**config.mk**
```make
export PLATFORM = sky130hd
export DESIGN_NAME = flash_guard_host
export DESIGN_NICKNAME = d
export VERILOG_FILES = /design/src/design/flash_guard_pkg.sv /design/src/design/flash_guard_host.sv /design/src/design/wake_timer.sv
export VERILOG_INCLUDE_DIRS = /design/src /design/src/design
export SDC_FILE = /design/constraint.sdc
export NUM_CORES = 1
export LEC_CHECK = 0
export BUFFER_PORTS_ARGS = -buffer_cell sky130_fd_sc_hd__buf_4
export CAP_MARGIN = 10
export CORE_MARGIN = 2
export CORE_UTILIZATION = 48
export CTS_CLUSTER_DIAMETER = 60
export CTS_CLUSTER_SIZE = 40
export DETAILED_ROUTE_END_ITERATION = 8
export PLACE_DENSITY = 0.72
export SYNTH_ARGS = -nofsm -noshare
export SYNTH_HDL_FRONTEND = slang
export SYNTH_SLANG_ARGS = --single-unit
```
**constraint.sdc**
```tcl
create_clock -name clk -period 3.4 [get_ports clk]
set_clock_uncertainty 0.15 [all_clocks]
set_input_delay 0 -clock clk [delete_from_list [all_inputs] [get_ports clk]]
set_output_delay 0 -clock clk [all_outputs]
set_load 0.005 [all_outputs]
```
**src/design/flash_guard_consts.svh**
```systemverilog
`ifndef FLASH_GUARD_CONSTS_SVH
`define FLASH_GUARD_CONSTS_SVH

// ----------------------------------------
// Register offsets of the controller
// ----------------------------------------
`define REG_CTRL        4'h0
`define REG_CMD         4'h1
`define REG_STATUS      4'h2
`define REG_RDATA       4'h3

// ----------------------------------------
// Field positions
// ----------------------------------------
`define CTRL_PWR_BIT    0
`define ST_BUSY_BIT     0
`define ST_READY_BIT    1
`define ST_ABORT_BIT    2
`define ST_PHASE_LSB    3
`define ST_AWAKE_BIT    7
`define ST_READ_OK_BIT  8
`define ST_ERR_BIT      9

// ----------------------------------------
// Flash command codes
// ----------------------------------------
`define CMD_READ_ARRAY  16'h00FF
`define CMD_READ_STATUS 16'h0070
`define CMD_ERASE_SETUP 16'h0020
`define CMD_CONFIRM     16'h00D0
`define CMD_PROG_SETUP  16'h0040
`define CMD_SUSPEND     16'h00B0

// ----------------------------------------
// Timing
// ----------------------------------------
`define CLK_PERIOD_NS   4
`define WAKE_READ_NS    600
`define WAKE_WRITE_NS   1000
`define WE_PULSE_NS     50
`define WAKE_READ_CYC   ((`WAKE_READ_NS + `CLK_PERIOD_NS - 1) / `CLK_PERIOD_NS)
`define WAKE_WRITE_CYC  ((`WAKE_WRITE_NS + `CLK_PERIOD_NS - 1) / `CLK_PERIOD_NS)
`define WE_PULSE_CYC    ((`WE_PULSE_NS + `CLK_PERIOD_NS - 1) / `CLK_PERIOD_NS)

`endif

```
**src/design/flash_guard_pkg.sv**
```systemverilog
package flash_guard_pkg;

	// Bus cycle phases of the write strobe engine
	typedef enum logic [3:0] {
		PH_IDLE  = 4'b0001,
		PH_SETUP = 4'b0010,
		PH_PULSE = 4'b0100,
		PH_HOLD  = 4'b1000
	} phase_t;

	typedef logic [15:0] word_t;

endpackage : flash_guard_pkg

```
**src/design/flash_guard_host.sv**
```systemverilog
// Added by the designer: the plain strobed port and the register offsets.
`timescale 1ns/1ps
`include "flash_guard_consts.svh"

// Summary of operation
// - After an abort the host sets the abort status flag and drops the pending operation; it does not repeat the command sequence.
// - After an erase or program operation ends while powered up, the host sets need_ra_q until a Read Array command is written or power is dropped.
// - Writes need both enables low; the host keeps one high whenever not writing.
// - After raising power-down the host rejects commands with the error flag until the write wake-up delay has passed; reads are not held back.
module flash_guard_host
	import flash_guard_pkg::*;
(
	input  wire logic                 clk,
	input  wire logic                 nrst,
	input  wire logic [3:0]           addr,
	input  wire logic [15:0]          wdata,
	input  wire logic                 wr,
	input  wire logic                 rd,
	output logic      [15:0]          rdata,
	input  wire logic                 busy_in,
	input  wire logic [15:0]          fdq_in,
	output logic      [15:0]          fdq_out,
	output logic                      fdq_oe_n,
	output logic                      ce_n,
	output logic                      we_n,
	output logic                      oe_n,
	output logic                      reset_powerdown_n
);
	import flash_guard_pkg::*;

	// ----------------------------------------
	// Reset and pin synchronisers
	// ----------------------------------------
	logic       rs1_q;
	logic       rst_n;
	logic       bs1_q;
	logic       bs2_q;

	// Release reset through two flip-flops
	always_ff @(posedge clk or negedge nrst) begin
		if (!nrst) begin
			rs1_q <= 1'b0;
			rst_n <= 1'b0;
		end else begin
			rs1_q <= 1'b1;
			rst_n <= rs1_q;
		end
	end

	// Busy pin sampled at all times; float reads high through pull-up
	always_ff @(posedge clk or negedge rst_n) begin
		if (!rst_n) begin
			bs1_q <= 1'b1;
			bs2_q <= 1'b1;
		end else begin
			bs1_q <= busy_in;
			bs2_q <= bs1_q;
		end
	end

	// ----------------------------------------
	// Control state
	// ----------------------------------------
	phase_t      ph_q, ph_d;
	logic        pwr_q, pwr_d;
	logic        pend_q, pend_d;
	logic        started_q, started_d;
	logic        abort_q, abort_d;
	logic        err_q, err_d;
	logic        need_ra_q, need_ra_d;
	logic [3:0]  cnt_q, cnt_d;
	word_t       cmd_q, cmd_d;
	word_t       cmd_in_q, cmd_in_d;
	logic        cmd_v_q, cmd_v_d;
	logic        ce_n_q, ce_n_d;
	logic        we_n_q, we_n_d;
	logic        dq_oe_n_q, dq_oe_n_d;
	logic [15:0] rdata_q, rdata_d;
	logic        read_ok;
	logic        write_ok;
	logic        busy;

	assign busy = !bs2_q;

	// Wake-up interval counter
	wake_timer u_wake (
		.clk      (clk),
		.rst_n    (rst_n),
		.awake    (pwr_q),
		.read_ok  (read_ok),
		.write_ok (write_ok)
	);

	// Commands that start an array operation
	function automatic logic is_setup(input word_t c);
		is_setup = (c == `CMD_ERASE_SETUP) || (c == `CMD_PROG_SETUP);
	endfunction : is_setup

	// Commands allowed while the flash reports busy
	function automatic logic busy_safe(input word_t c);
		busy_safe = (c == `CMD_READ_STATUS) || (c == `CMD_SUSPEND);
	endfunction : busy_safe

	// Next state of bus, write engine and status
	always_comb begin
		ph_d      = ph_q;
		pwr_d     = pwr_q;
		pend_d    = pend_q;
		started_d = started_q;
		abort_d   = abort_q;
		err_d     = err_q;
		need_ra_d = need_ra_q;
		cnt_d     = cnt_q;
		cmd_d     = cmd_q;
		cmd_in_d  = cmd_in_q;
		cmd_v_d   = cmd_v_q;
		ce_n_d    = 1'b1;
		we_n_d    = 1'b1;
		dq_oe_n_d = 1'b1;
		rdata_d   = 16'h0000;

		// Register writes
		if (wr) begin
			if (addr == `REG_CTRL) begin
				pwr_d = wdata[`CTRL_PWR_BIT];
				if (!wdata[`CTRL_PWR_BIT] && (pend_q || busy)) begin
					abort_d = 1'b1;
					pend_d  = 1'b0;
				end
			end else if (addr == `REG_CMD) begin
				cmd_in_d = wdata;
				cmd_v_d  = 1'b1;
			end else if (addr == `REG_STATUS) begin
				abort_d = abort_q & ~wdata[`ST_ABORT_BIT];
				err_d   = err_q & ~wdata[`ST_ERR_BIT];
			end
		end

		// Launch a queued command when allowed
		if (ph_q == PH_IDLE && cmd_v_q) begin
			cmd_v_d = wr && (addr == `REG_CMD); // Keep a command written in this cycle
			if (!pwr_q || !write_ok) begin
				err_d = 1'b1;
			end else if (busy && !busy_safe(cmd_in_q)) begin
				err_d = 1'b1;
			end else begin
				cmd_d = cmd_in_q;
				cnt_d = 4'(`WE_PULSE_CYC);
				ph_d  = PH_SETUP;
				if (is_setup(cmd_q) || pend_q)
					pend_d = 1'b1;
				if (cmd_in_q == `CMD_READ_ARRAY)
					need_ra_d = 1'b0;
			end
		end

		// Write strobe: ce low first, then we pulse, then release
		case (ph_q)
			PH_SETUP: begin
				ce_n_d    = 1'b0;
				dq_oe_n_d = 1'b0;
				ph_d      = PH_PULSE;
			end
			PH_PULSE: begin
				ce_n_d   = 1'b0;
				we_n_d    = 1'b0;
				dq_oe_n_d = 1'b0;
				cnt_d    = cnt_q - 4'h1;
				if (cnt_q == 4'h1)
					ph_d = PH_HOLD;
			end
			PH_HOLD: begin
				ph_d = PH_IDLE;
			end
			default: begin
			end
		endcase

		// Operation tracking from the busy pin
		if (pend_q && busy)
			started_d = 1'b1;
		if (started_q && !busy) begin
			started_d = 1'b0;
			pend_d    = 1'b0;
			need_ra_d = 1'b1;
		end
		if (!pwr_q)
			need_ra_d = 1'b0;

		// Register reads, data one cycle later
		if (rd) begin
			if (addr == `REG_CTRL)
				rdata_d = {15'h0000, pwr_q};
			else if (addr == `REG_CMD)
				rdata_d = cmd_q;
			else if (addr == `REG_STATUS)
				rdata_d = {6'h00, err_q, read_ok, write_ok, ph_q,
					abort_q, need_ra_q, busy};
			else if (addr == `REG_RDATA)
				rdata_d = fdq_in;
		end
	end

	// Registers
	always_ff @(posedge clk or negedge rst_n) begin
		if (!rst_n) begin
			ph_q      <= PH_IDLE;
			pwr_q     <= 1'b0;
			pend_q    <= 1'b0;
			started_q <= 1'b0;
			abort_q   <= 1'b0;
			err_q     <= 1'b0;
			need_ra_q <= 1'b0;
			cnt_q     <= 4'h0;
			cmd_q     <= 16'h0000;
			cmd_in_q  <= 16'h0000;
			cmd_v_q   <= 1'b0;
			ce_n_q    <= 1'b1;
			we_n_q    <= 1'b1;
			dq_oe_n_q <= 1'b1;
			rdata_q   <= 16'h0000;
		end else begin
			ph_q      <= ph_d;
			pwr_q     <= pwr_d;
			pend_q    <= pend_d;
			started_q <= started_d;
			abort_q   <= abort_d;
			err_q     <= err_d;
			need_ra_q <= need_ra_d;
			cnt_q     <= cnt_d;
			cmd_q     <= cmd_d;
			cmd_in_q  <= cmd_in_d;
			cmd_v_q   <= cmd_v_d;
			ce_n_q    <= ce_n_d;
			we_n_q    <= we_n_d;
			dq_oe_n_q <= dq_oe_n_d;
			rdata_q   <= rdata_d;
		end
	end

	assign rdata             = rdata_q;
	assign ce_n              = ce_n_q;
	assign we_n              = we_n_q;
	assign oe_n              = 1'b1;
	assign fdq_out           = cmd_q;
	assign fdq_oe_n          = dq_oe_n_q;
	assign reset_powerdown_n = pwr_q;

	// Cycles the write strobe has been low so far, for the pulse checks
	logic [4:0] we_low_q;
	logic [4:0] we_low_d;

	assign we_low_d = we_n ? 5'h00 : we_low_q + 5'h01;

	always_ff @(posedge clk or negedge rst_n) begin
		if (!rst_n)
			we_low_q <= 5'h00;
		else
			we_low_q <= we_low_d;
	end
endmodule : flash_guard_host

```
**src/design/wake_timer.sv**
```systemverilog
`timescale 1ns/1ps
`include "flash_guard_consts.svh"

// Counts wake-up intervals after the flash power-down pin is raised
module wake_timer (
	input  wire logic clk,
	input  wire logic rst_n,
	input  wire logic awake,
	output logic      read_ok,
	output logic      write_ok
);

	logic [9:0] cnt_q;
	logic [9:0] cnt_d;
	logic       rd_q;
	logic       rd_d;
	logic       wr_q;
	logic       wr_d;

	// Restart on power-down, count up while awake until write_ok is set, then hold
	always_comb begin
		cnt_d = cnt_q;
		rd_d  = rd_q;
		wr_d  = wr_q;
		if (!awake) begin
			cnt_d = 10'h000;
			rd_d  = 1'b0;
			wr_d  = 1'b0;
		end else begin
			if (!wr_q)
				cnt_d = cnt_q + 10'h001;
			if (cnt_q >= 10'(`WAKE_READ_CYC))
				rd_d = 1'b1;
			if (cnt_q >= 10'(`WAKE_WRITE_CYC))
				wr_d = 1'b1;
		end
	end

	// Registers
	always_ff @(posedge clk or negedge rst_n) begin
		if (!rst_n) begin
			cnt_q <= 10'h000;
			rd_q  <= 1'b0;
			wr_q  <= 1'b0;
		end else begin
			cnt_q <= cnt_d;
			rd_q  <= rd_d;
			wr_q  <= wr_d;
		end
	end

	assign read_ok  = rd_q;
	assign write_ok = wr_q;

endmodule : wake_timer

```
==> out/qor.csv <==
metric,value,unit
Initial Utilization,49.3,%
share of post-route cells with drive strength above 1,32.1,%
"Cell Area, Placed",4250,um^2
chip height,90.3,um
vias per inst,5.28,
Crit Path Max Fanout,6,
Min-Delay Path Class,primary input to flop,
antenna fix cells,0,
CTS sink cnt,81,
Pre-antenna DRT Iters,8,
R2R Setup Slk,1.08,ns
critical path's slowest cell,or4_1,
flip-flop and latch area,2030,um^2
cell count of the worst hold path,5,
Clock Latency Late Sink,0.35,ns
hold_sp,addr[1],
Reg2Reg Depth,5,
Avg Synthesized Cell Area,12.1,um^2
status,completed,
final hold viol count,0,
DRT iter0 DRCs,246,
Synth warnings,0,
required time worst endpoint,3.49,ns
largest net degree at the start of global routing,35,
worst path buffer plus inverter count,0,
Die ar.,8160,um^2
Crit Path Class,flop to flop,
Max-Cap Viols,0,
register area share after synthesis,56.8,%
gpl congestion,0.802,
register bit total from synthesis,81,
Final Cycle Share,68.1,%
setup ws final,1.08,ns
Worst-path clk slew,0.08,ns
# fillers,561,
Worst VDD drop,0.318,mV
CTS tree,done,
area grow syn2layout,34.4,%
Core Footprint,7250,um^2
Layout Nets,457,
unrepaired setup endpoints after global routing,no,
Worst path max stage delay,0.54,ns
max-slew violation count,0,
hpwl dp,5.92,mm
Root Buffer,clkbuf_8,
Achievable Freq,432,MHz
vias in the first global route,2647,
Synth cell types,49,
final hold slack,0.0955,ns
worst slack at placement,1.08,ns
Final Critical Period,2.32,ns
Power Dens Cells,399,nW/um^2
Multi-input gate area,1460,um^2
post-route ant nets,0,
worst r2r src,cmd_in_q[11],
GRT Util Overall,21.9,%
setup TNS,0,ns
drt wl/cell,16.5,um
Setup-failing EPs final,0,
CTS Buf Count,9,
Die Wd,90.3,um
Cell Rows,31,
cells along the critical path,"or4_1, nor4_2, a21o_2, and2_1, mux2_1",
Post-synth EDFFs,0,
detailed-route via count,2722,
"FFs w/ async S/R, synth",100,%
CTS Buffer Depth,2,
Pwr Total,1.92,mW
post-route cell area,4810,um^2
first-pass GRT wire length,13.8,mm
Slew HR,50.5,%
CP top delay family,simple AND/OR/NAND/NOR gates,
postcts setup bufs,0,
I/O pin count,78,
Critical Path Source Type,flop,
Synth Cell Area,3580,um^2
synthesized instance count,295,
antenna violations before repair,0,
Critical Path End Type,flop,
worst slew pin tran,0.742,ns
Leak,2.30,nW
top_reg_cell synth,dfrtp_1,
DRC viols,0,
IO Port Bufs,76,
crit path DAT,2.40,ns
Hold Path End,rdata[10],
Congestion Overflow GR,0,
H-Tree Depth,3,
FF-to-FF End,fdq_out[8],
detailed-route wire length,8.51,mm
==> logic make-up (layout without fill, tap and decap cells) <==
group,after synthesis,after routing,synth area share [%]
AOI/OAI and AO/OA,53,53,10.6
other,1,2,0.105
xor gates and xnor gates,11,11,2.69
and+or+nand+nor,90,90,14.2
DFF,81,81,56.8
muxes,33,33,11.3
adders and majority gates,4,4,1.40
buffers and inverters,22,143,2.83
==> layer usage <==
layer	vias to the layer above	share of wire, %	global-route usage (%)
met1	1301	48	31.3
met5	-	0	0
met3	16	5.1	5.18
met2	101	45	33.5
li1	1304	-	-
met4	0	1.5	6.92
==> worst reg2reg max path, cell delays in order, from the launching register on <==
cell and delay, ns:
dfrtp_1 0.40, or4_1 0.55, nor4_2 0.18, a21o_2 0.23, and2_1 0.34, mux2_1 0.36
==> layout by cell type (no fill, tap or decap), drive strengths merged, types with 3 or more instances in the layout <==
cell / instances
nor3: 6
a22oi: 9
nand4: 4
o31ai: 3
ha: 4
a21boi: 4
o21ai: 9
nor4: 5
a222oi: 9
nor2b: 3
a21o: 3
dfstp: 5
xnor2: 9
dfrtp: 76
clkbuf: 13
dlygate4sd3: 39
nor4b: 3
mux2: 33
nand3: 4
or4: 4
inv: 7
buf: 81
nor2: 24
nand2: 17
and2: 10
a21oi: 9
==> cells in the mapped netlist, types with 3 or more instances <==
| master | instances | share of area [%] |
|---|---|---|
| dfrtp_1 | 76 | 53 |
| nor2_1 | 23 | 2.4 |
| mux2_2 | 17 | 5.3 |
| nand2_1 | 16 | 1.7 |
| clkbuf_1 | 11 | 1.2 |
| and2_1 | 10 | 1.7 |
| a21oi_1 | 9 | 1.3 |
| a222oi_1 | 9 | 2.5 |
| a22oi_1 | 9 | 1.9 |
| mux2_4 | 9 | 3.8 |
| o21ai_0 | 9 | 1.3 |
| xnor2_1 | 9 | 2.2 |
| inv_1 | 7 | 0.73 |
| mux2_1 | 7 | 2.2 |
| nor3_1 | 6 | 0.84 |
| dfstp_2 | 5 | 3.7 |
| a21boi_0 | 4 | 0.84 |
| ha_1 | 4 | 1.4 |
| nand3_1 | 4 | 0.56 |
| nand4_1 | 4 | 0.70 |
| nor4_1 | 4 | 0.70 |
| or4_1 | 4 | 0.84 |
| buf_4 | 3 | 0.63 |
| nor2b_1 | 3 | 0.52 |
| o31ai_1 | 3 | 0.63 |
==> how the worst max path moves through the flow <==
stage,end,slack (ns),cells after the start,start
after floorplan,abort_q,0.84,0,rst_n
after global placement,fdq_out[8],1.15,5,cmd_in_q[11]
after detailed placement,fdq_out[1],1.08,5,cmd_in_q[11]
after CTS,fdq_out[12],1.07,5,cmd_in_q[11]
after global routing,fdq_out[7],0.99,5,cmd_in_q[11]
final,fdq_out[8],1.08,5,cmd_in_q[11]
==> sequential cells by signal, indices dropped and copies added (netlist names), 4 cells and up <==
name and count:
fdq_out 16, rdata 16, ph_q 4, cnt_q 4, cmd_in_q 16, u_wake.cnt_q 10
==> final cells by class <==
class,instances,area share (%)
repair buffers,120,20.8
well taps,99,2.58
inverters,7,0.546
clock inverters,3,0.364
flip-flops and latches,81,42.3
multi-input cells,193,30.4
clock buffers,13,3.10
==> report_power, final <==
| group | total [mW] | switching [mW] | internal [mW] |
|---|---|---|---|
| registers | 1.11 | 0.0820 | 1.02 |
| logic | 0.210 | 0.0730 | 0.137 |
| clock network | 0.605 | 0.321 | 0.284 |
==> timing repair <==
| item | 4_1_cts | 5_1_grt |
|---|---|---|
| hold buffers | 39 | 0 |
| hold endpoints to repair | 38 | 0 |
| gates resized for setup | 0 | 0 |
==> stage by stage <==
stage,util [%],cells
2_1_floorplan,-,296
3_3_place_gp,58.6,461
3_5_place_dp,58.6,461
4_1_cts,66.3,516
5_1_grt,66.3,516
6_report,66.3,516
Power figures use the tool's default switching activity.
